`config.mk`:
```
export PLATFORM = sky130hd
export DESIGN_NAME = fspm_mapper
export DESIGN_NICKNAME = d
export VERILOG_FILES = /design/src/rtl/fspm_mapper.v /design/src/rtl/fspm_timer.v
export VERILOG_INCLUDE_DIRS = /design/src /design/src/rtl
export SDC_FILE = /design/constraint.sdc
export NUM_CORES = 1
export LEC_CHECK = 0
export BUFFER_PORTS_ARGS = -buffer_cell sky130_fd_sc_hd__buf_2
export CAP_MARGIN = 25
export CORE_ASPECT_RATIO = 1.4
export CORE_MARGIN = 2
export CORE_UTILIZATION = 40
export CTS_CLUSTER_SIZE = 30
export DETAILED_ROUTE_END_ITERATION = 12
export SYNTH_ARGS = -nofsm -noshare
export SYNTH_HDL_FRONTEND = slang
export SYNTH_SLANG_ARGS = --single-unit
export TNS_END_PERCENT = 30
```
`constraint.sdc`:
```
create_clock -name pclk -period 2.85 [get_ports pclk]
set_clock_uncertainty 0.15 [all_clocks]
set_input_delay 0.285 -clock pclk [delete_from_list [all_inputs] [get_ports pclk]]
set_output_delay 0.285 -clock pclk [all_outputs]
set_load 0.02 [all_outputs]
```
`src/rtl/fspm_map.vh`:
```
// Constants for the flash self-programming mapper
`ifndef FSPM_MAP_VH
`define FSPM_MAP_VH
// ------------------------------------------------------------------
// APB register offsets (byte addresses)
// ------------------------------------------------------------------
`define FSPM_OFS_CTRL    12'h000
`define FSPM_OFS_PTR     12'h004
`define FSPM_OFS_DATA    12'h008
`define FSPM_OFS_STATUS  12'h00C
`define FSPM_OFS_MAP     12'h010
`define FSPM_OFS_FETCH   12'h014
// ------------------------------------------------------------------
// Control register field positions
// ------------------------------------------------------------------
`define FSPM_BIT_EN      0
`define FSPM_BIT_ERS     1
`define FSPM_BIT_WRT     2
`define FSPM_BIT_LCK     3
`define FSPM_BIT_REEN    4
`define FSPM_BIT_BUSY    6
`define FSPM_BIT_STORE   8
// ------------------------------------------------------------------
// Low five bits command codes
// ------------------------------------------------------------------
`define FSPM_CMD_LOAD    5'h01
`define FSPM_CMD_ERASE   5'h03
`define FSPM_CMD_WRITE   5'h05
`define FSPM_CMD_LOCK    5'h09
`define FSPM_CMD_REEN    5'h11
// ------------------------------------------------------------------
// Map, timing and reset values
// ------------------------------------------------------------------
`define FSPM_HALTING_READ_REGION_START  12'hC00
`define FSPM_ARM_CYCLES  3'h4
`define FSPM_RC_KHZ      1000
`define FSPM_TMIN_US     3700
`define FSPM_TMAX_US     4500
`define FSPM_BOOT_REGION_SIZE_SEL_RST  2'h0
`endif

```
`src/rtl/fspm_mapper.v`:
```
// Flash self-programming sequencer and address mapper
//
// The implementer's own choices: the APB interface to the registers and the register addresses.
`timescale 1ns/100ps
`default_nettype none
`include "fspm_map.vh"
module fspm_mapper (
  input  wire        pclk,              // 25 MHz clock
  input  wire        presetn,           // Async reset, active low
  input  wire        psel,              // APB select
  input  wire        penable,           // APB enable
  input  wire        pwrite,            // APB direction
  input  wire [11:0] paddr,             // APB byte address
  input  wire [31:0] pwdata,            // APB write data
  output reg  [31:0] prdata,            // APB read data
  output reg         pready,            // APB ready
  output reg         pslverr,           // APB error
  input  wire        rc_tick_pin,       // RC oscillator tick, async
  input  wire        eeprom_write_pending, // Eeprom write busy, async
  input  wire [1:0]  boot_region_size_sel, // Boot size fuses, async
  output reg         flash_req_q,       // Flash array operation pulse
  output reg  [2:0]  flash_op_q,        // 1 erase, 2 write, 3 lock, 4 load
  output reg  [6:0]  flash_page_q,      // Page number to array
  output reg  [4:0]  flash_word_q,      // Word within page to array
  output reg  [15:0] flash_data_q,      // Word data to array
  output reg         fetch_stall_q      // Core fetch held off
);
  // ----------------------------------------------------------------
  // Functions
  // ----------------------------------------------------------------
  // Boot region start word from size code
  function [11:0] boot_start;
    input [1:0] sz;
    begin
      if (sz == 2'h3)
        boot_start = 12'hF80;
      else if (sz == 2'h2)
        boot_start = 12'hF00;
      else if (sz == 2'h1)
        boot_start = 12'hE00;
      else
        boot_start = 12'hC00;
    end
  endfunction
  // True when the word lies in the concurrent read region
  function in_concurrent;
    input [11:0] a;
    begin
      in_concurrent = (a < `FSPM_HALTING_READ_REGION_START);
    end
  endfunction
  // ----------------------------------------------------------------
  // Timing constants
  // ----------------------------------------------------------------
  localparam integer TICK_MIN =
    (`FSPM_TMIN_US * `FSPM_RC_KHZ + 999) / 1000;
  localparam integer TICK_MAX =
    (`FSPM_TMAX_US * `FSPM_RC_KHZ) / 1000;
  // Midpoint leaves margin for oscillator tolerance both ways
  localparam integer TICK_USE = (TICK_MIN + TICK_MAX) / 2;
  localparam [1:0] ST_IDLE = 2'h0;
  localparam [1:0] ST_ARM  = 2'h1;
  localparam [1:0] ST_RUN  = 2'h2;
  // ----------------------------------------------------------------
  // Input synchronisers
  // ----------------------------------------------------------------
  reg  [2:0] tick_s1_q;                 // Tick sync stage 1
  reg  [2:0] tick_s2_q;                 // Tick sync stage 2 plus edge
  reg  [1:0] ee_s_q;                    // Eeprom pending sync
  reg  [1:0] bsz_s1_q;                  // Boot size stage 1
  reg  [1:0] bsz_s2_q;                  // Boot size stage 2
  wire       rc_tick;                   // Clean tick pulse
  // Only stage two and later feed logic
  always @(posedge pclk or negedge presetn) begin
    if (!presetn) begin
      tick_s1_q <= 3'h0;
      tick_s2_q <= 3'h0;
      ee_s_q    <= 2'h0;
      bsz_s1_q  <= 2'h0;
      bsz_s2_q  <= `FSPM_BOOT_REGION_SIZE_SEL_RST;
    end else begin
      tick_s1_q <= {2'h0, rc_tick_pin};
      tick_s2_q <= {tick_s2_q[1:0], tick_s1_q[0]};
      ee_s_q    <= {ee_s_q[0], eeprom_write_pending};
      bsz_s1_q  <= boot_region_size_sel;
      bsz_s2_q  <= bsz_s1_q;
    end
  end
  assign rc_tick = tick_s2_q[0] & ~tick_s2_q[1];
  // ----------------------------------------------------------------
  // Registers and state
  // ----------------------------------------------------------------
  reg  [4:0]  cmd_q;                    // Armed command bits
  reg  [1:0]  st_q;                     // Sequencer state
  reg  [2:0]  arm_q;                    // Arm window count
  reg  [15:0] ptr_q;                    // Pointer register
  reg  [15:0] data_q;                   // Word data register
  reg         busy_region_flag;         // Concurrent region busy
  reg  [11:0] fetch_addr_q;             // Core fetch word address
  reg  [2:0]  run_op_q;                 // Operation being timed
  wire        tmr_busy;                 // Timer running
  wire        tmr_done;                 // Timer finished
  wire        wr_acc;                   // Write access phase
  wire        store;                    // Store instruction issued
  wire        cmd_ok;                   // Legal command code
  wire [6:0]  page_number_field;        // Pointer page bits
  wire [4:0]  word_in_page_field;       // Pointer word bits
  wire        store_cmd_enable;         // Enable bit view
  wire [11:0] boot_loader_region;       // Boot region start
  wire [11:0] load_word_addr;           // Word for byte reads
  assign wr_acc = psel & penable & pwrite;
  assign store  = wr_acc && (paddr == `FSPM_OFS_CTRL) &&
                  pwdata[`FSPM_BIT_STORE];
  assign cmd_ok = (pwdata[4:0] == `FSPM_CMD_LOAD)  ||
                  (pwdata[4:0] == `FSPM_CMD_ERASE) ||
                  (pwdata[4:0] == `FSPM_CMD_WRITE) ||
                  (pwdata[4:0] == `FSPM_CMD_LOCK)  ||
                  (pwdata[4:0] == `FSPM_CMD_REEN);
  // Bits 15:13 never reach any address
  assign page_number_field  = ptr_q[12:6];
  assign word_in_page_field = ptr_q[5:1];
  assign load_word_addr     = ptr_q[12:1];
  assign store_cmd_enable   = cmd_q[`FSPM_BIT_EN];
  assign boot_loader_region = boot_start(bsz_s2_q);
  // ----------------------------------------------------------------
  // Timer instance
  // ----------------------------------------------------------------
  fspm_timer #(
    .TICKS   (TICK_USE)
  ) u_timer (
    .pclk    (pclk),
    .presetn (presetn),
    .start   (st_q == ST_RUN && !tmr_busy && !tmr_done),
    .rc_tick (rc_tick),
    .busy_q  (tmr_busy),
    .done_q  (tmr_done)
  );
  // ----------------------------------------------------------------
  // Sequencer
  // ----------------------------------------------------------------
  // Reset stops new commands and also clears a running timer;
  // the timer shares presetn with this sequencer, so both
  // restart from idle together when reset is released.
  always @(posedge pclk or negedge presetn) begin
    if (!presetn) begin
      cmd_q            <= 5'h00;
      st_q             <= ST_IDLE;
      arm_q            <= 3'h0;
      busy_region_flag <= 1'b0;
      run_op_q         <= 3'h0;
      flash_req_q      <= 1'b0;
      flash_op_q       <= 3'h0;
      flash_page_q     <= 7'h00;
      flash_word_q     <= 5'h00;
      flash_data_q     <= 16'h0000;
    end else begin
      flash_req_q <= 1'b0;
      case (st_q)
        ST_IDLE: begin
          // Eeprom write blocks arming
          if (wr_acc && paddr == `FSPM_OFS_CTRL && cmd_ok &&
              !ee_s_q[1]) begin
            cmd_q <= pwdata[4:0];
            arm_q <= `FSPM_ARM_CYCLES;
            st_q  <= ST_ARM;
          end
        end
        ST_ARM: begin
          if (store) begin
            flash_page_q <= page_number_field;
            flash_word_q <= word_in_page_field;
            flash_data_q <= data_q;
            if (cmd_q == `FSPM_CMD_LOAD) begin
              flash_req_q      <= 1'b1;
              flash_op_q       <= 3'h4;
              busy_region_flag <= 1'b0;
              cmd_q            <= 5'h00;
              st_q             <= ST_IDLE;
            end else if (cmd_q == `FSPM_CMD_REEN) begin
              busy_region_flag <= 1'b0;
              cmd_q            <= 5'h00;
              st_q             <= ST_IDLE;
            end else begin
              flash_req_q <= 1'b1;
              if (cmd_q == `FSPM_CMD_ERASE) begin
                flash_op_q <= 3'h1;
                run_op_q   <= 3'h1;
              end else if (cmd_q == `FSPM_CMD_WRITE) begin
                flash_op_q <= 3'h2;
                run_op_q   <= 3'h2;
              end else begin
                flash_op_q <= 3'h3;
                run_op_q   <= 3'h3;
              end
              if (cmd_q != `FSPM_CMD_LOCK &&
                  in_concurrent({page_number_field, 5'h00}))
                busy_region_flag <= 1'b1;
              st_q <= ST_RUN;
            end
          end else if (arm_q == 3'h1) begin
            cmd_q <= 5'h00;
            st_q  <= ST_IDLE;
          end else begin
            arm_q <= arm_q - 3'h1;
          end
        end
        ST_RUN: begin
          // Enable stays set until completion
          if (tmr_done) begin
            cmd_q    <= 5'h00;
            run_op_q <= 3'h0;
            st_q     <= ST_IDLE;
          end
        end
        default: begin
          st_q <= ST_IDLE;
        end
      endcase
    end
  end
  // ----------------------------------------------------------------
  // Pointer, data, fetch address and stall
  // ----------------------------------------------------------------
  always @(posedge pclk or negedge presetn) begin
    if (!presetn) begin
      ptr_q         <= 16'h0000;
      data_q        <= 16'h0000;
      fetch_addr_q  <= 12'h000;
      fetch_stall_q <= 1'b0;
    end else begin
      if (wr_acc && paddr == `FSPM_OFS_PTR)
        ptr_q <= pwdata[15:0];
      if (wr_acc && paddr == `FSPM_OFS_DATA)
        data_q <= pwdata[15:0];
      if (wr_acc && paddr == `FSPM_OFS_FETCH)
        fetch_addr_q <= pwdata[11:0];
      // Only concurrent region fetches while erase/write of a concurrent page; all fetches for a halting page
      fetch_stall_q <= (st_q == ST_RUN) &&
                       (run_op_q != 3'h3) &&
                       (in_concurrent(fetch_addr_q) ||
                        !in_concurrent({flash_page_q, 5'h00}));
    end
  end
  // ----------------------------------------------------------------
  // APB slave: zero wait states, error on unmapped address
  // ----------------------------------------------------------------
  always @(posedge pclk or negedge presetn) begin
    if (!presetn) begin
      prdata  <= 32'h00000000;
      pready  <= 1'b0;
      pslverr <= 1'b0;
    end else begin
      pready  <= psel & ~penable;
      pslverr <= 1'b0;
      prdata  <= 32'h00000000;
      if (psel && !penable) begin
        if (paddr == `FSPM_OFS_CTRL)
          prdata <= {25'h0, busy_region_flag, 1'b0, cmd_q};
        else if (paddr == `FSPM_OFS_PTR)
          prdata <= {16'h0, ptr_q};
        else if (paddr == `FSPM_OFS_DATA)
          prdata <= {16'h0, data_q};
        else if (paddr == `FSPM_OFS_STATUS)
          prdata <= {28'h0, ptr_q[0], ee_s_q[1], tmr_busy,
                     store_cmd_enable};
        else if (paddr == `FSPM_OFS_MAP)
          prdata <= {8'h0, load_word_addr, boot_loader_region};
        else if (paddr == `FSPM_OFS_FETCH)
          prdata <= {20'h0, fetch_addr_q};
        else
          pslverr <= 1'b1;
      end
    end
  end
endmodule // fspm_mapper
`default_nettype wire

```
`src/rtl/fspm_timer.v`:
```
// Programming timer clocked by pclk, counting calibrated RC oscillator ticks
`timescale 1ns/100ps
`default_nettype none
`include "fspm_map.vh"
module fspm_timer #(
  parameter integer TICKS = 3700        // Oscillator ticks per operation
) (
  input  wire        pclk,              // System clock
  input  wire        presetn,           // Async reset, active low
  input  wire        start,             // Begin a timed operation
  input  wire        rc_tick,           // RC oscillator tick pulse
  output reg         busy_q,            // Operation under way
  output reg         done_q             // One-cycle end pulse
);
  // ----------------------------------------------------------------
  // Tick counter
  // ----------------------------------------------------------------
  reg [15:0] cnt_q;                     // Ticks elapsed
  // Counts oscillator ticks only, so pclk rate has no effect
  always @(posedge pclk or negedge presetn) begin
    if (!presetn) begin
      cnt_q  <= 16'h0000;
      busy_q <= 1'b0;
      done_q <= 1'b0;
    end else begin
      done_q <= 1'b0;
      if (start && !busy_q) begin
        cnt_q  <= 16'h0000;
        busy_q <= 1'b1;
      end else if (busy_q && rc_tick) begin
        if (cnt_q == TICKS[15:0] - 16'h0001) begin
          busy_q <= 1'b0;
          done_q <= 1'b1;
        end else begin
          cnt_q <= cnt_q + 16'h0001;
        end
      end
    end
  end
endmodule // fspm_timer
`default_nettype wire

```
==> run_results.csv <==
group,metric,value,unit
global_routing,grt_pass1_vias,4940,
clock_network,clock_path_buffers,2,
drt,ant_nets,0,
synth,ys.flop_type,"dfrtp_1",
clock_network,tritoncts.num_buffers,17,
sta,setup_viol,0,
status,status,"finished, final reports clean",
cells_and_area,layout.nets,771,
drt,drt_iter0_markers,262,
power,ir_worst_vdd,416.0,µV
global_routing,grt_max_degree,60,
cells_and_area,syn_to_final_growth,23.40,%
synth,synthTopCellsByArea,"dfrtp_1 57%, mux2_2 8.4%, nand2_1 6.1%",
sta,finalHoldViolations,0,
floorplan,coreArea,15540,µm²
drt,drc,0,
clock_network,htreeDepth,4,
synth,yosysTopAreaCellShare,0.5658,
floorplan,rows,54,
drt,via_per_inst,5.218,
synth,yosysWarnings,0,
sta,report.final.slew_viol_count,0,
cells_and_area,drive_above_1_share,0.2873,
clock_network,cts_sinks,143,
clock_network,clockRootBuffer,"clkbuf_16",
sta,timing.fmax,433.4,MHz
drt,dr.pass1.iters,5,
sta,setup_tns,0,ns
placed_design,port_buffers,95,
global_routing,antenna_found_initial,0,
drt,totalWireLength,16120,µm
synth,syn_area,6325,µm²
setup_path,path_class,"in -> reg",
placed_design,place_hpwl,11890,µm
setup_path,cp-end-kind,"register",
clock_network,cts.reportedPaths.clkPinSlew,0.06,ns
global_routing,grt_use_total,0.2026,
drt,vias,4801,
floorplan,pin_count,120,
sta,rsz0062_at_grt,"no",
floorplan,die_h,152.8,µm
setup_path,critPathRequiredTime,3.01,ns
synth,synthCells,587,
setup_path,crit_path_start_kind,"primary input",
floorplan,dieArea,16850,µm²
sta,worst_pin_slew,0.6951,ns
hold_path,hold_class,"in -> reg",
clock_network,cts_setup_buffers,0,
setup_path,critPathMaxFanout,5,
setup_path,crit_arrival,2.46,ns
synth,ys_ff_latch,143,
power,p_total,4.973,mW
cells_and_area,post-route-util,0.5023,
setup_path,slowest_delay,0.56,ns
floorplan,start_util,0.4070,
power,p_leak,3.973,nW
cells_and_area,fillers,1424,
synth,seq_area_frac_synth,0.5658,
sta,slew_headroom,0.5356,
floorplan,die_x,110.3,µm
synth,synth.distinct_cells,59,
global_routing,grt-ovfl-total,0,
synth,synth-edff-count,0,
global_routing,grt_pass1_wl,25730,µm
sta,setup_slack,0.5425,ns
setup_path,path_cells,"buf_2 > or4_4 > nor4b_4 > a31oi_1 > nor4_4 > mux2_2",
clock_network,cts_tree,"built",
cells_and_area,diodes,0,
synth,syn_avg_cell_area,10.77,µm²
placed_design,dp_worst_setup_slack,0.09609,ns
sta,period_needed,2.308,ns
sta,period_share,0.8097,
clock_network,clkLatencyLatePin,0.42,ns
synth,async_flop_share,1.000,
synth,yosysTopAreaCell,"dfrtp_1",
setup_path,crit_path_top_delay_cell,"or4_4",
run,drv_cap,0,
power,powerDensity,637.1,nW/µm²
drt,wl_per_cell,17.52,µm
placed_design,gp_congestion,0.8435,
## layout by cell type (no fill, tap or decap), types with 12 or more instances in the layout
cell type	netlist	layout
buf_4	11	23
mux2_2	47	47
a21oi_1	22	22
o21ai_0	16	16
nand3_1	12	12
dlygate4sd3_1	0	14
clkbuf_16	0	17
dfrtp_1	143	143
nor2_1	42	42
nor3_1	15	15
inv_1	18	18
buf_2	5	94
nand2_1	102	102
## through the flow
step	instances	hold WS, ns	area [µm²]
2_1_floorplan	594	-0.1606	6351
5_1_grt	920	0.003083	7805
3_5_place_dp	874	0.1543	7091
6_report	920	0.01067	7805
4_1_cts	920	0.005567	7805
3_3_place_gp	874	0.1441	7091
## cell type report
cell class / count / area [µm²] / area share
timing repair buffer: 133 / 814.5 / 0.1044
clock inverter: 15 / 148.9 / 0.01908
sequential: 143 / 3578 / 0.4585
inverter: 18 / 67.56 / 0.008657
multi-input combinational: 398 / 2525 / 0.3235
tap: 196 / 245.2 / 0.03142
clock buffer: 17 / 425.4 / 0.05450
## timing repair
item / CTS / global route
endpoints found under the hold margin: 83 / 0
resized for setup: 0 / 0
setup endpoints to repair: 0 / 0
hold buffers: 14 / 0
## synthesized netlist by cell type (3+ instances only)
cell type and n:
mux2i_1 3, a222oi_1 3, o22ai_1 5, mux2_2 47
a22oi_1 6, o21ai_0 16, nor2b_1 9, nor3_1 15
nand4_1 4, nand2_1 102, o2bb2ai_1 3, and3_1 7
ha_1 7, buf_2 5, nand2b_1 5, buf_4 11
xor2_1 3, a22o_1 6, inv_1 18, a31oi_1 4
clkbuf_1 18, and2_1 10, xnor2_1 10, a2bb2oi_1 4
nor4_1 6, dfrtp_1 143, nor2_1 42, a21oi_1 22
nand3_1 12, or3_1 7
## registers in the layout, indices dropped and copies added, names as in the netlist, 2 cells and up
| register | count |
|---|---|
| arm_q | 3 |
| bsz_s1_q | 2 |
| bsz_s2_q | 2 |
| cmd_q | 5 |
| data_q | 16 |
| ee_s_q | 2 |
| fetch_addr_q | 12 |
| flash_data_q | 16 |
| flash_op_q | 3 |
| flash_page_q | 7 |
| flash_word_q | 5 |
| prdata | 24 |
| ptr_q | 16 |
| run_op_q | 2 |
| st_q | 2 |
| tick_s2_q | 2 |
| u_timer.cnt_q | 16 |
## layer usage
metal	share of wire	track usage	wire length (µm)	up-vias
li1	-	-	-	2262
met1	0.37	0.2263	6031	2366
met2	0.55	0.3599	8858	138
met3	0.045	0.04748	727	35
met4	0.031	0.08631	499	0
met5	0	0	0	-
## path summary, 6_finish.rpt
path                              endpoint         start  depth (start not counted)  slack [ns]
setup / recovery                  cmd_q[4]      paddr[1]                          6        0.54
hold / removal             fetch_addr_q[0]     pwdata[0]                          2        0.01
setup reg to reg                  cmd_q[4]      cmd_q[0]                          5        0.55
hold reg to reg               tick_s2_q[0]  tick_s1_q[0]                          0        0.20
max in group asynchronous          st_q[1]       presetn                          3        1.42
min in group asynchronous  flash_page_q[1]       presetn                          2        0.26
## report_power, final
part | switching [mW] | internal (mW)
logic | 0.360 | 0.263
clock network | 0.931 | 1.23
registers | 0.0843 | 2.11
## cells by family (layout without fill, tap and decap cells)
group,count (synthesis),in the layout,share of synthesized area
other cells,1,8,0.0005929
buf+inv,53,183,0.04016
fa+ha+maj,8,8,0.01543
xor+xnor,13,13,0.01800
simple gates,236,236,0.1826
flops,143,143,0.5658
compound gates,82,82,0.08724
mux,51,51,0.09021
## critical path: cells and delay by family
kind | cells | cell delay [ns]
AOI/OAI and AO/OA | 1 | 0.28
buffers and inverters | 1 | 0.09
muxes | 1 | 0.39
and+or+nand+nor | 3 | 1.42
No activity file was read; power rests on OpenSTA's default activity.
